**config.mk**
```make
export PLATFORM = sky130hd
export DESIGN_NAME = ret_exec
export DESIGN_NICKNAME = d
export VERILOG_FILES = /design/src/include/ret_exec_pkg.sv /design/src/rtl/ret_exec.sv
export SDC_FILE = /design/constraint.sdc
export NUM_CORES = 1
export LEC_CHECK = 0
export BUFFER_PORTS_ARGS = -buffer_cell sky130_fd_sc_hd__clkbuf_2
export CORE_UTILIZATION = 50
export DETAILED_ROUTE_END_ITERATION = 6
export PLACE_DENSITY = 0.76
export SLEW_MARGIN = 5
export SYNTH_ARGS = -nofsm -noshare
export SYNTH_HDL_FRONTEND = slang
export SYNTH_SLANG_ARGS = --single-unit
```
**constraint.sdc**
```tcl
create_clock -name clk -period 9.3 [get_ports clk]
set_input_delay 0.93 -clock clk [delete_from_list [all_inputs] [get_ports clk]]
set_output_delay 0.93 -clock clk [all_outputs]
set_load 0.005 [all_outputs]
```
**src/include/ret_exec_pkg.sv**
```systemverilog
// Operation
// - the immediate return puts its operand into the accumulator and then returns from the subroutine.
// - the plain return resumes at the instruction after the call that entered the routine.
// - a return first lowers the stack pointer by 2 and then loads the pc from the word it now points at.
// - the interrupt return goes back to the interrupted program and sets global interrupt enable.
// - no-operation changes nothing except advancing the pc to the next instruction.
// - watchdog clear restarts the watchdog count from its initial value.
// - none of these instructions alter the zero, carry, aux-carry or overflow flags.
// - a call stores the next address at the stack pointer, raises the pointer by 2, then jumps.
// - the unconditional jump may load any address of the whole program space.
package ret_exec_pkg;

  // ---------------------------------------------------------------
  // instruction group codes
  // ---------------------------------------------------------------
  typedef enum logic [2:0] {
    op_nop     = 3'b000,
    op_ret     = 3'b001,
    op_ret_imm = 3'b010,
    op_reti    = 3'b011,
    op_wdreset = 3'b100,
    op_call    = 3'b101,
    op_goto    = 3'b110
  } op_t;

  // ---------------------------------------------------------------
  // execution states
  // ---------------------------------------------------------------
  typedef enum logic [1:0] {
    st_idle = 2'b00,
    st_pop  = 2'b01,
    st_load = 2'b10,
    st_push = 2'b11
  } exec_state_t;

  // ---------------------------------------------------------------
  // register offsets on the plain register port
  // ---------------------------------------------------------------
  localparam logic [3:0] reg_ctrl = 4'h0;  // bit 0 global interrupt enable
  localparam logic [3:0] reg_sp = 4'h1;
  localparam logic [3:0] reg_acc = 4'h2;
  localparam logic [3:0] reg_flags = 4'h3;  // z, c, ac, ov in bits 0..3
  localparam logic [3:0] reg_pc_lo = 4'h4;
  localparam logic [3:0] reg_pc_hi = 4'h5;
  localparam logic [3:0] reg_status = 4'h6;  // read only: state, busy

  // ---------------------------------------------------------------
  // field positions and reset values
  // ---------------------------------------------------------------
  localparam int ctrl_gie_bit = 0;
  localparam int status_busy_bit = 2;
  localparam logic [7:0] sp_rst = 8'h00;
  localparam logic [7:0] acc_rst = 8'h00;
  localparam logic [3:0] flags_rst = 4'h0;
  localparam logic [7:0] sp_step = 8'h02;
  localparam int stack_bytes_dflt = 32;
  localparam int pc_width_dflt = 12;

endpackage

```
**src/rtl/ret_exec.sv**
```systemverilog
// The implementer's own choices: the strobed register port and the placing of the registers.
`timescale 1ns/1ns
module ret_exec
  import ret_exec_pkg::*;
#(
  parameter int PC_W = pc_width_dflt,
  parameter int STACK_BYTES = stack_bytes_dflt
) (
  // clock and reset
  input wire logic clk,
  input wire logic rst_b,
  // instruction issue
  input wire logic instr_valid,
  input wire logic [2:0] instr_op,
  input wire logic [7:0] instr_imm,
  input wire logic [PC_W-1:0] instr_target,
  output logic instr_ready,
  output logic instr_done,
  // register port
  input wire logic [3:0] reg_addr,
  input wire logic [7:0] reg_wdata,
  input wire logic reg_wr,
  input wire logic reg_rd,
  output logic [7:0] reg_rdata,
  // core state seen by the rest of the core
  output logic [PC_W-1:0] pc,
  output logic [7:0] sp,
  output logic [7:0] accumulator,
  output logic [3:0] flags,
  output logic gie,
  output logic wdt_restart
);

  // ---------------------------------------------------------------
  // elaboration checks
  // ---------------------------------------------------------------
  localparam int AW = $clog2(STACK_BYTES);

  // refused at elaboration, so a bad size never reaches simulation or a netlist
  if (PC_W < 9 || PC_W > 16) begin : g_bad_pc_w
    $error("ret_exec: PC_W must lie in 9..16");
  end
  if (STACK_BYTES < 4 || STACK_BYTES > 256 || (1 << AW) != STACK_BYTES) begin : g_bad_stack
    $error("ret_exec: STACK_BYTES must be a power of two in 4..256");
  end

  // ---------------------------------------------------------------
  // storage
  // ---------------------------------------------------------------
  exec_state_t state_r;
  op_t op_r;
  logic [PC_W-1:0] pc_r;
  logic [PC_W-1:0] target_r;
  logic [7:0] sp_r;
  logic [7:0] acc_r;
  logic [3:0] flags_r;
  logic gie_r;
  logic wdt_r;
  logic done_r;
  logic [7:0] rdata_r;
  logic [7:0] stack_mem [STACK_BYTES];

  // ---------------------------------------------------------------
  // decode helpers
  // ---------------------------------------------------------------
  logic accept;
  op_t in_op;
  logic [7:0] sp_dec;
  logic [7:0] sp_inc;
  logic [7:0] sp_next;
  logic [PC_W-1:0] pc_plus1;
  logic [15:0] pc_word;
  logic [15:0] ret_word;
  logic [AW-1:0] slot_lo;
  logic [AW-1:0] slot_hi;
  logic bus_idle_wr;

  assign in_op = op_t'(instr_op);
  assign instr_ready = (state_r == st_idle);
  assign accept = instr_valid && instr_ready;
  assign sp_dec = sp_r - sp_step;
  assign sp_inc = sp_r + sp_step;
  assign sp_next = sp_r + 8'h01;
  assign pc_plus1 = pc_r + {{(PC_W-1){1'b0}}, 1'b1};
  assign pc_word = 16'(pc_plus1);
  // the stack wraps inside its own array; software keeps sp in range
  assign slot_lo = sp_r[AW-1:0];
  assign slot_hi = sp_next[AW-1:0];
  assign ret_word = {stack_mem[slot_hi], stack_mem[slot_lo]};
  // bus writes to pc and sp only land while no instruction owns them
  assign bus_idle_wr = reg_wr && (state_r == st_idle) && !instr_valid;

  // ---------------------------------------------------------------
  // sequencer
  // ---------------------------------------------------------------
  always_ff @(posedge clk or negedge rst_b) begin
    if (!rst_b) begin
      state_r <= st_idle;
      op_r <= op_nop;
      target_r <= '0;
    end else begin
      case (state_r)
        st_idle: begin
          if (accept) begin
            op_r <= in_op;
            target_r <= instr_target;
            case (in_op)
              op_ret, op_ret_imm, op_reti: state_r <= st_pop;
              op_call: state_r <= st_push;
              default: state_r <= st_idle;
            endcase
          end
        end
        st_pop: state_r <= st_load;
        st_load: state_r <= st_idle;
        st_push: state_r <= st_idle;
        default: state_r <= st_idle;
      endcase
    end
  end

  // ---------------------------------------------------------------
  // program counter
  // ---------------------------------------------------------------
  always_ff @(posedge clk or negedge rst_b) begin
    if (!rst_b) begin
      pc_r <= '0;
    end else if (accept && (in_op == op_nop || in_op == op_wdreset)) begin
      pc_r <= pc_plus1;
    end else if (accept && in_op == op_goto) begin
      pc_r <= instr_target;
    end else if (state_r == st_load) begin
      // sp already lowered in st_pop, so this is the caller's next address
      pc_r <= ret_word[PC_W-1:0];
    end else if (state_r == st_push) begin
      pc_r <= target_r;
    end else if (bus_idle_wr && reg_addr == reg_pc_lo) begin
      pc_r[7:0] <= reg_wdata;
    end else if (bus_idle_wr && reg_addr == reg_pc_hi) begin
      pc_r[PC_W-1:8] <= reg_wdata[PC_W-9:0];
    end
  end

  // ---------------------------------------------------------------
  // stack pointer
  // ---------------------------------------------------------------
  always_ff @(posedge clk or negedge rst_b) begin
    if (!rst_b) begin
      sp_r <= sp_rst;
    end else if (state_r == st_pop) begin
      sp_r <= sp_dec;
    end else if (state_r == st_push) begin
      sp_r <= sp_inc;
    end else if (bus_idle_wr && reg_addr == reg_sp) begin
      sp_r <= reg_wdata;
    end
  end

  // ---------------------------------------------------------------
  // stack memory, little endian word at sp
  // ---------------------------------------------------------------
  // no reset: contents are only meaningful after a call has written them
  always_ff @(posedge clk) begin
    if (state_r == st_push) begin
      stack_mem[slot_lo] <= pc_word[7:0];
      stack_mem[slot_hi] <= pc_word[15:8];
    end
  end

  // ---------------------------------------------------------------
  // accumulator
  // ---------------------------------------------------------------
  // the instruction wins over a bus write in the same cycle
  always_ff @(posedge clk or negedge rst_b) begin
    if (!rst_b) begin
      acc_r <= acc_rst;
    end else if (accept && in_op == op_ret_imm) begin
      acc_r <= instr_imm;
    end else if (reg_wr && reg_addr == reg_acc) begin
      acc_r <= reg_wdata;
    end
  end

  // ---------------------------------------------------------------
  // arithmetic flags
  // ---------------------------------------------------------------
  // this group has no path into the flags; only software may write them
  always_ff @(posedge clk or negedge rst_b) begin
    if (!rst_b) begin
      flags_r <= flags_rst;
    end else if (reg_wr && reg_addr == reg_flags) begin
      flags_r <= reg_wdata[3:0];
    end
  end

  // ---------------------------------------------------------------
  // global interrupt enable
  // ---------------------------------------------------------------
  // the set from the interrupt return wins over a software clear
  always_ff @(posedge clk or negedge rst_b) begin
    if (!rst_b) begin
      gie_r <= 1'b0;
    end else if (state_r == st_load && op_r == op_reti) begin
      gie_r <= 1'b1;
    end else if (reg_wr && reg_addr == reg_ctrl) begin
      gie_r <= reg_wdata[ctrl_gie_bit];
    end
  end

  // ---------------------------------------------------------------
  // watchdog restart pulse and completion pulse
  // ---------------------------------------------------------------
  always_ff @(posedge clk or negedge rst_b) begin
    if (!rst_b) begin
      wdt_r <= 1'b0;
    end else begin
      wdt_r <= accept && (in_op == op_wdreset);
    end
  end

  always_ff @(posedge clk or negedge rst_b) begin
    if (!rst_b) begin
      done_r <= 1'b0;
    end else begin
      done_r <= (accept && in_op != op_ret && in_op != op_ret_imm && in_op != op_reti
                 && in_op != op_call) || state_r == st_load || state_r == st_push;
    end
  end

  // ---------------------------------------------------------------
  // register read port, data one cycle after the strobe
  // ---------------------------------------------------------------
  always_ff @(posedge clk or negedge rst_b) begin
    if (!rst_b) begin
      rdata_r <= 8'h00;
    end else if (reg_rd) begin
      case (reg_addr)
        reg_ctrl: rdata_r <= {7'h00, gie_r};
        reg_sp: rdata_r <= sp_r;
        reg_acc: rdata_r <= acc_r;
        reg_flags: rdata_r <= {4'h0, flags_r};
        reg_pc_lo: rdata_r <= pc_r[7:0];
        reg_pc_hi: rdata_r <= 8'(pc_r >> 8);
        reg_status: rdata_r <= {5'h00, state_r != st_idle, state_r};
        default: rdata_r <= 8'h00;
      endcase
    end else begin
      rdata_r <= 8'h00;
    end
  end

  // ---------------------------------------------------------------
  // outputs
  // ---------------------------------------------------------------
  assign reg_rdata = rdata_r;
  assign pc = pc_r;
  assign sp = sp_r;
  assign accumulator = acc_r;
  assign flags = flags_r;
  assign gie = gie_r;
  assign wdt_restart = wdt_r;
  assign instr_done = done_r;

endmodule

```
* Word-level counts from Yosys, hierarchy flattened
Memories as Yosys holds them, arrays and structs flattened. Index checks and enable logic that the tools add are counted.
Operators by class: add/subtract/negate cells 4, eq/ne operators 22, multiplexer cells 21, reduce and logical (&&, ||, !) cells 35
Operator list (count):
- $mux 8 | 7
- $pmux 8 s7 | 1
- $mux 12 | 4
- $logic_and 1x1->1 | 18
- $add 12x1->12 const B | 1
- $eq 4x3->1 const B | 3
- $reduce_bool 5->1 | 2
- $eq 3x2->1 const B | 3
- $eq 3x3->1 const B | 3
- $add 8x2->8 const B | 1
- $eq 4x2->1 const B | 2
- $mux 4 | 2
- $sub 8x2->8 const B | 1
- $ne 3x2->1 const B | 2
- $pmux 2 s3 | 1
- $reduce_bool 2->1 | 3
- $add 5x1->5 const B | 1
- $ne 5x3->1 const B | 1
- $eq 2x2->1 const B | 2
- $eq 4x1->1 const B | 1
- $logic_not 4->1 | 1
- $mux 1 | 4
- $pmux 2 s2 | 1
- $reduce_and 2->1 | 2
- other kinds (13) | 15
Storage, ports and cells: register bits after elaboration 60, memory bits (writable) 256, bits of input ports 40, output and inout port bits 44, logic and storage cells 95, memories kept 1
Memory list:
- stack_mem | depth 32, width 8, rd ports 2, clocked after memory_dff 0, wr ports 2, RTL line ret_exec.sv:61 | logic [7:0] stack_mem [STACK_BYTES];

* Logic depth before layout (Yosys ltp)
Gate-level depths: netlist of the first run.
depth after elaboration 10, depth in mapped cells 14, mapped depth without buffers 7

* Least setup slack after synthesis of the first run
No wires, ideal clock.
path type reg2reg, from register sp_r[1] (netlist: sp[1]), to register pc_r[8] (netlist: pc[8]), setup time 0.130 ns, data arrival time 2.916 ns, required time 9.170 ns, slack 6.253 ns, stages on the path, launching flop included 15, path buffers 7, period minus slack after synthesis 3.047 ns, cell sequence dfrtp_1 -> buf_4 -> buf_6 -> buf_4 -> buf_2 -> inv_1 -> ha_1 -> buf_2 -> buf_2 -> buf_2 -> mux4_2 -> nand2_1 -> nand3_1 -> a41oi_1 -> o21ai_0
On the way: cells in the longest elaborated chain, start to end 5
Ends and longest elaborated chain:
- start, declared | RTL line ret_exec.sv:54 | logic [7:0] sp_r;
- start signal, assigned | RTL line ret_exec.sv:149 | sp_r <= sp_rst;
- start signal, assigned | RTL line ret_exec.sv:151 | sp_r <= sp_dec;
- start signal, assigned | RTL line ret_exec.sv:153 | sp_r <= sp_inc;
- $add 5x1->5 | RTL line ret_exec.sv:83 | assign sp_next = sp_r + 8'h01;
- $mem_v2 32x8
- $mux 12 | RTL line ret_exec.sv:132 | end else if (state_r == st_load) begin
- $mux 12 | RTL line ret_exec.sv:130 | end else if (accept && in_op == op_goto) begin
- $mux 12 | RTL line ret_exec.sv:128 | end else if (accept && (in_op == op_nop || in_op == op_wdreset)) begin
- end signal, assigned | RTL line ret_exec.sv:129 | pc_r <= pc_plus1;
- end signal, assigned | RTL line ret_exec.sv:131 | pc_r <= instr_target;
- end signal, assigned | RTL line ret_exec.sv:134 | pc_r <= ret_word[PC_W-1:0];
- end, declared | RTL line ret_exec.sv:52 | logic [PC_W-1:0] pc_r;
No other way between the ends. A chain may end at the register's enable or synchronous reset.

==> impl_metrics.ini, run 1 <==
[layout]
antenna_cells = 0
stdcell_count = 2246
mostFrequentLayoutCell = nand2_1
layout.nets = 1806
area_growth_pct = 9.120
layout_common_cells = nand2_1 (231), nor2_1 (172), a211oi_1 (137), edfxtp_1 (128), dfxtp_1 (128)
drive_gt1_frac = 0.2011
num-fill-cells = 2936

[min_path]
hold_path.class = register to register
min_delay_path_depth = 1
min_to = gie
min_from = op_r[2]

[detailed_routing]
wl_per_cell_um = 26.55
routed_via_density = 6.934
antenna_left = 0
dr.pass1.iters = 7
vias = 15570
drt_iter0_drc = 2346
drc = 5
postRouteWirelength_um = 59640

[logic_synthesis]
ys_top_cells_by_area = edfxtp_1 (21%), dfxtp_1 (14%), mux4_2 (9.6%)
synth_top_family_by_area = simple AND/OR/NAND/NOR gates
netlist-cell-type-count = 93
syn-cell-area_sq_um = 17970
ys_warn_count = 0
synth_compound_area_frac = 0.1751
synth_seq_area_share = 0.4400
yosysTopAreaCell = edfxtp_1
syn_area_per_cell_sq_um = 10.26
synth_cells = 1751
synth_mux_area_frac = 0.1381
syn_nets = 1799
synth_top_area_frac = 0.2139
synth-main-ff-cell = edfxtp_1
ys_ff_latch = 316
async_flop_share = 0.1899
synthXorXnorAreaFrac = 0.01163
yosys.area_share.adder = 0.005569
synth-edff-count = 128
synth_simple_gate_area_frac = 0.1850

[floorplan]
die_w_um = 191.6
num_rows = 69
core_region_area_sq_um = 35480
start_util = 0.5065
dieArea_sq_um = 36710
ioPinCount = 84
die_h_um = 191.6

[sta]
clock_skew_ps = 30.31
slew_headroom = 0.1256
finalSetupViolations = 0
maxSlewViolCount = 0
hold_viol = 0
max_freq_ghz = 0.2694
timing.final.ws_setup_ps = 5588
grt_setup_unrepaired = false
worst_slew_pin_slew_ps = 1310
period_share = 0.3992
period_needed_ps = 3712
fin_setup_tns_ps = 0

[worst_setup_path]
crit_fanout = 55
critPathLaunch = sp[1]
required_ps = 9520
crit_arrival_ps = 3940
reg2reg_depth = 5
r2r-end = stack_mem[16][0]
critPathMaxStageDelay_ps = 830
rr_startpoint = sp[1]
criticalPathCategory = register to register
worstPathCellList = buf_4 > ha_1 > nand2_2 > a211oi_2 > nand2b_1
startpoint_type = register
cp-end-kind = register
r2r_slack_ps = 5590
cp_slowest_cell = dfrtp_4

[power_and_ir_drop]
ir_drop_mv = 0.2902
p_leak_uw = 0.006999
finalPower_uw = 5257
cellPowerDensity_nw_per_um2 = 268.1

[clocking]
clkLatencyLatePin_ps = 550
clockBufferDepth = 3
cts_buffers = 35
cts_resized = 0
cts.sinks = 316
htree_levels = 2
clk_pin_slew_ps = 60
post_cts_buffers = 0
cts_tree = done
cts-root-buf = clkbuf_16
postCtsHoldBufs = 0

[placed_design]
pre_cts_slack_ps = 5603
dp_hpwl_um = 39430
io_buffers = 83
gp_congestion = 1.007
dp_cells = 2182

[outcome]
violations = DRC
outcome = complete, but fails checks

[global_route]
grt_pass1_vias = 14620
grt-ovfl-total = 0
grt_antenna_before_repair = 1
gr-usage-all-layers = 0.3268
grt_pass1_wl_um = 89420
grt_max_degree = 61

[job]
maxCapViolations = 0
[flip-flops by register name (all words and copies together) (netlist names)]
register,flops
gie,1
reg_rdata,8
pc,12
wdt_restart,1
flags,4
stack_mem,256
op_r,3
target_r,12
accumulator,8
sp,8
instr_done,1
state_r,2
[worst max path at each step]
stage               cells past startpoint  slack, ps               end
finish                                  5       5590  stack_mem[16][0]
global placement                        5       5720  stack_mem[16][0]
CTS                                     5       5610  stack_mem[16][3]
detailed placement                      5       5600  stack_mem[16][0]
floorplan                              14       6250             pc[8]
global route                            5       5450  stack_mem[20][3]
[Yosys cell counts, types with 14 or more instances]
master and n:
a211oi_1 137, a21oi_1 29, and3_1 14, buf_2 37
buf_4 29, clkbuf_1 59, dfrtp_1 60, dfxtp_1 128
edfxtp_1 128, mux2_2 14, mux2i_1 59, mux4_2 77
nand2_1 231, nand2b_1 21, nand3_1 66, nor2_1 172
nor2_2 26, nor3_2 15, o21ai_0 89, o22ai_1 45
o31ai_1 42, or3_1 21
[metal layers]
layer / GRT usage / vias up / routed length [um]
met3: 0.09593 / 253 / 8281
met2: 0.4760 / 1227 / 25070
met5: 0 / - / 0
li1: - / 6653 / -
met1: 0.4292 / 7441 / 22500
met4: 0.1966 / 0 / 3783
[cell type report]
| cell class | count | area, sq um | area share |
|---|---|---|---|
| sequential | 316 | 7915 | 0.4036 |
| inverter | 10 | 37.54 | 0.001914 |
| clock buffer | 52 | 1032 | 0.05263 |
| clock inverter | 12 | 102.6 | 0.005231 |
| timing repair buffer | 110 | 618.1 | 0.03152 |
| multi-input combinational | 1285 | 9330 | 0.4757 |
| tap | 461 | 576.8 | 0.02941 |
[cells by family (layout without fill, tap and decap cells)]
| family | count (synthesis) | in the layout |
|---|---|---|
| AND/OR/NAND/NOR | 664 | 664 |
| AO/OA/AOI/OAI | 443 | 443 |
| flip-flops | 316 | 316 |
| multiplexers | 150 | 150 |
| buffers and inverters | 150 | 184 |
| XOR/XNOR | 20 | 20 |
| adder cells (fa/ha/maj) | 8 | 8 |
[power by group]
group / total, uW / internal [uW] / switching [uW]
Clock: 1380 / 801 / 584
Combinational: 2030 / 636 / 1390
Sequential: 1840 / 1620 / 226
Total: 5260 / 3050 / 2200
[stage by stage]
stage | util | hold slack (ps) | instance area [sq um]
floorplan | - | 435.0 | 17970
global placement | 0.5208 | 456.2 | 18480
detailed placement | 0.5208 | 462.5 | 18480
CTS | 0.5527 | 472.7 | 19610
global route | 0.5527 | 487.3 | 19610
finish | 0.5527 | 473.2 | 19610
[worst max-delay path: cells and delay by family, from the launching register on]
| family | cells | cell delay [ps] |
|---|---|---|
| adders and majority gates | 1 | 330 |
| and+or+nand+nor | 2 | 600 |
| DFF | 1 | 830 |
| AOI/OAI and AO/OA | 1 | 800 |
| buffers and inverters | 1 | 820 |
No activity file was read; power rests on OpenSTA's default activity.
==> run 2: changes to the inputs <==
--- a/config.mk
+++ b/config.mk
@@ -5,6 +5,7 @@
 export SDC_FILE = /design/constraint.sdc
 export NUM_CORES = 1
 export LEC_CHECK = 0
+export ABC_AREA = 1
 export BUFFER_PORTS_ARGS = -buffer_cell sky130_fd_sc_hd__clkbuf_2
 export CORE_UTILIZATION = 50
 export DETAILED_ROUTE_END_ITERATION = 6
==> constraint.sdc (replaced) <==
create_clock -name clk -period 3.75 [get_ports clk]
set_input_delay 0.375 -clock clk [delete_from_list [all_inputs] [get_ports clk]]
set_output_delay 0.375 -clock clk [all_outputs]
set_load 0.005 [all_outputs]
==> impl_metrics.ini, run 2 <==
[worst_setup_path]
cp-end-kind = register
rr_startpoint = pc[4]
crit_arrival_ps = 3550
required_ps = 4140
criticalPathCategory = register to register
crit_fanout = 24
startpoint_type = register
critPathLaunch = pc[4]

[power_and_ir_drop]
ir_drop_mv = 0.3998
finalPower_uw = 13670
p_leak_uw = 0.008995
cellPowerDensity_nw_per_um2 = 685.0

[logic_synthesis]
syn_area_per_cell_sq_um = 7.098
ys_warn_count = 0
ys_top_cells_by_area = edfxtp_1 (21%), dfxtp_1 (14%), nand2_1 (12%)
yosysMostFrequentCell = nand2_1
async_flop_share = 0.1899
yosysTopAreaCell = edfxtp_1
syn_nets = 2608
synth-edff-count = 128
synth_top_area_frac = 0.2115
synth_cells = 2560
netlist-cell-type-count = 43
synth_seq_area_share = 0.4352
synthTopCellsByCount = nand2_1 (585), o21ai_0 (399), inv_1 (322), nand3_1 (197), nor2_1 (183)
syn-cell-area_sq_um = 18170
ys_ff_latch = 316
synth-main-ff-cell = edfxtp_1

[detailed_routing]
drc = 5
dr.pass1.iters = 7
postRouteWirelength_um = 61620
vias = 18010
wl_per_cell_um = 20.16
routed_via_density = 5.892
drt_iter0_drc = 2624
antenna_left = 0

[sta]
fin_setup_tns_ps = 0
timing.final.ws_setup_ps = 582.9
grt_setup_unrepaired = false
worst_slew_pin_slew_ps = 1325
clock_skew_ps = 9.738
maxSlewViolCount = 0
slew_headroom = 0.1111
finalSetupViolations = 0
period_needed_ps = 3167
hold_viol = 0
period_share = 0.8446
max_freq_ghz = 0.3157
holdWs_ps = 65.45

[floorplan]
core_region_area_sq_um = 35660
start_util = 0.5096
ioPinCount = 84
dieArea_sq_um = 37110
num_rows = 69
die_h_um = 192.6
die_w_um = 192.6

[layout]
mostFrequentLayoutCell = nand2_1
stdcell_count = 3056
antenna_cells = 0
drive_gt1_frac = 0.1013
layout.nets = 2617
regMostFlops = stack_mem
area_growth_pct = 9.827
largest_reg_flops = 256
layout_common_cells = nand2_1 (585), o21ai_0 (399), inv_1 (320), nand3_1 (197), nor2_1 (183)

[placed_design]
dp_cells = 2991
pre_cts_slack_ps = 733.1
io_buffers = 83
dp_hpwl_um = 43060
gp_congestion = 1.019

[clocking]
htree_levels = 2
postCtsHoldBufs = 1
cts-root-buf = clkbuf_16
cts_tree = done
clockBufferDepth = 3
cts_resized = 0
clk_pin_slew_ps = 60
post_cts_buffers = 0
cts.sinks = 316
clkLatencyLatePin_ps = 550
cts_buffers = 36

[global_route]
grt_pass1_vias = 16120
grt_antenna_before_repair = 1
grt-ovfl-total = 0
grt_pass1_wl_um = 93070
grt_max_degree = 116
gr-usage-all-layers = 0.3322

[outcome]
outcome = complete, but fails checks
violations = DRC

[min_path]
hold_path.class = input port to register
min_from = instr_target[9]

[job]
maxCapViolations = 0
run 2: power breakdown:
part           internal (uW)  switching [uW]
Sequential              3990             391
Clock                   2030            1460
Combinational           1460            4340
run 2: metrics by stage:
step / cell area, sq um / util
6_report: 19960 / 0.5597
5_1_grt: 19960 / 0.5597
4_1_cts: 19960 / 0.5597
3_5_place_dp: 18800 / 0.5272
3_3_place_gp: 18800 / 0.5272
2_1_floorplan: 18170 / -
run 2: final timing paths:
| kind | to | slack [ps] | cells after the start |
|---|---|---|---|
| min in group asynchronous | accumulator[2] | 450 | 2 |
| hold / removal | target_r[9] | 70 | 3 |
| hold reg to reg | op_r[0] | 500 | 1 |
| setup reg to reg | stack_mem[8][1] | 580 | 8 |
| setup / recovery | stack_mem[8][1] | 580 | 8 |
| max in group asynchronous | wdt_restart | 2350 | 3 |
run 2: critical path, stage by stage, from the launching register on:
cell,delay [ps]
dfrtp_1,490
inv_2,130
nor3_2,390
nand2_1,90
nor2_1,170
nand3_1,150
xor2_2,730
inv_2,540
o21ai_1,280
run 2: cell type report:
class,count,area [sq um]
clock inverters,13,93.84
flip-flops and latches,316,7913
inverters,345,1300
fillers,3367,15700
repair buffers,123,730.7
multi-input cells,1747,8288
clock buffers,51,1054
well taps,461,576.8
run 2: metal layers:
layer  vias up  track usage  part of all wire
li1       8426            -                 -
met1      8287       0.4603              0.40
met2      1116       0.5103              0.45
met3       176      0.05637              0.11
met4         2       0.1411             0.039
met5         -            0           0.00018
run 2: cell families (layout without fill, tap and decap cells):
| kind of cell | count (synthesis) | in the layout | share of synthesized area |
|---|---|---|---|
| buf+inv | 497 | 532 | 0.1105 |
| simple gates | 1030 | 1030 | 0.2415 |
| compound gates | 699 | 699 | 0.2016 |
| xor+xnor | 10 | 10 | 0.005647 |
| flops | 316 | 316 | 0.4352 |
| fa+ha+maj | 8 | 8 | 0.005509 |
==> run 3: changes to the inputs <==
==> constraint.sdc (replaced) <==
create_clock -name clk -period 3.3 [get_ports clk]
set_input_delay 0.33 -clock clk [delete_from_list [all_inputs] [get_ports clk]]
set_output_delay 0.33 -clock clk [all_outputs]
set_load 0.005 [all_outputs]
==> impl_metrics.ini, run 3 (synthesis results as in run 2) <==
[layout]
num-fill-cells = 3309
largest_reg_flops = 256
area_growth_pct = 11.20
mostFrequentLayoutCell = nand2_1
layout_common_cells = nand2_1 (585), o21ai_0 (399), inv_1 (320), nand3_1 (197), nor2_1 (183)
antenna_cells = 0
layout.nets = 2639
regMostFlops = stack_mem
drive_gt1_frac = 0.1074

[power_and_ir_drop]
p_comb_frac = 0.441
switchingPower_uw = 7139
p_leak_uw = 0.009116
seqPwrFrac = 0.310
ir_drop_mv = 0.6243
internal-power_uw = 8685
switching_share = 0.4512
cellPowerDensity_nw_per_um2 = 783.2
p_clk_frac = 0.249

[detailed_routing]
postRouteWirelength_um = 63140
drc = 3
routed_via_density = 5.944
wl_per_cell_um = 20.51
drt_iter0_drc = 2453
antenna_left = 0
dr.pass1.iters = 7
vias = 18300

[placed_design]
dp_hpwl_um = 43650
gp_congestion = 0.9876
io_buffers = 83

[worst_setup_path]
startpoint_type = register
required_ps = 3660
crit_arrival_ps = 3220
criticalPathCategory = register to register
cp-end-kind = register
crit_fanout = 14

[sta]
fin_setup_tns_ps = 0
maxSlewViolCount = 0
period_needed_ps = 2858
holdWs_ps = 38.62
worst_slew_pin_slew_ps = 994.8
grt_setup_unrepaired = false
clock_skew_ps = 7.882
max_freq_ghz = 0.3499
finalSetupViolations = 0
period_share = 0.8661
slew_headroom = 0.3368
hold_viol = 0

[floorplan]
dieArea_sq_um = 37110
die_h_um = 192.6
ioPinCount = 84
num_rows = 69
start_util = 0.5096
core_region_area_sq_um = 35660
die_w_um = 192.6

[clocking]
clockBufferDepth = 3
cts_resized = 0
htree_levels = 2
cts.sinks = 316
clkLatencyLatePin_ps = 530
clk_pin_slew_ps = 60
cts-root-buf = clkbuf_16
cts_tree = done
cts_buffers = 35

[outcome]
violations = DRC
outcome = complete, but fails checks

[global_route]
grt_antenna_before_repair = 0
grt-ovfl-total = 0
grt_pass1_wl_um = 95120
gr-usage-all-layers = 0.3394
grt_pass1_vias = 16760
grt_max_degree = 107

[job]
maxCapViolations = 0

[min_path]
hold_path.class = input port to register
run 3: cell type report:
| cell class | instances | area [sq um] | area share |
|---|---|---|---|
| clock buffer | 53 | 1031 | 0.05103 |
| clock inverter | 10 | 105.1 | 0.005202 |
| inverter | 345 | 1300 | 0.06434 |
| multi-input combinational | 1747 | 8288 | 0.4102 |
| sequential | 316 | 7913 | 0.3916 |
| tap | 461 | 576.8 | 0.02855 |
| timing repair buffer | 146 | 991.0 | 0.04905 |
run 3: worst paths after layout:
kind | cells past startpoint | slack (ps) | start | endpoint
max | 9 | 440 | pc[1] | stack_mem[9][1]
min | 3 | 40 | instr_target[10] | target_r[10]
max reg2reg | 9 | 440 | pc[1] | stack_mem[9][1]
min reg2reg | 2 | 500 | op_r[1] | op_r[1]
max in group asynchronous | 2 | 2060 | rst_b | sp[0]
min in group asynchronous | 2 | 510 | rst_b | accumulator[2]
run 3: routing by layer:
metal  vias to the layer above  global-route usage  routed length, um
met2                      1177              0.5077              27410
met4                         0              0.1599               2929
met5                         -                   0                  0
met3                       207             0.06256               7513
met1                      8438              0.4726              25290
li1                       8475                   -                  -
run 3: per-stage QoR:
stage	instances	power, uW	instance area, sq um	worst slack, ps	utilization
3_3_place_gp	3014	11580	19060	643.9	0.5345
3_5_place_dp	3014	11660	19060	569.0	0.5345
2_1_floorplan	2560	8845	18170	736.2	-
6_report	3078	15820	20200	442.0	0.5667
4_1_cts	3078	15550	20200	560.1	0.5667
5_1_grt	3078	16400	20200	371.3	0.5667
run 3: power groups by stage:
stage	Clock (uW)	Sequential (uW)	Combinational [uW]
floorplan	0	4860	3980
global placement	0	4950	6640
detailed placement	0	4960	6700
CTS	3940	4890	6730
global route	4060	4950	7380
finish	3930	4910	6980
run 3: what timing repair did:
action,CTS,global route
endpoints found under the hold margin,34,0
buffers inserted,0,0
hold buffers,1,0
run 3: critical path: stages (launching register included):
cell	delay [ps]
dfrtp_1	440
nand2_1	130
nor3_2	230
nand2_1	90
nor2_1	150
nand3_1	130
xor2_2	720
inv_2	380
buf_12	260
o21ai_1	150
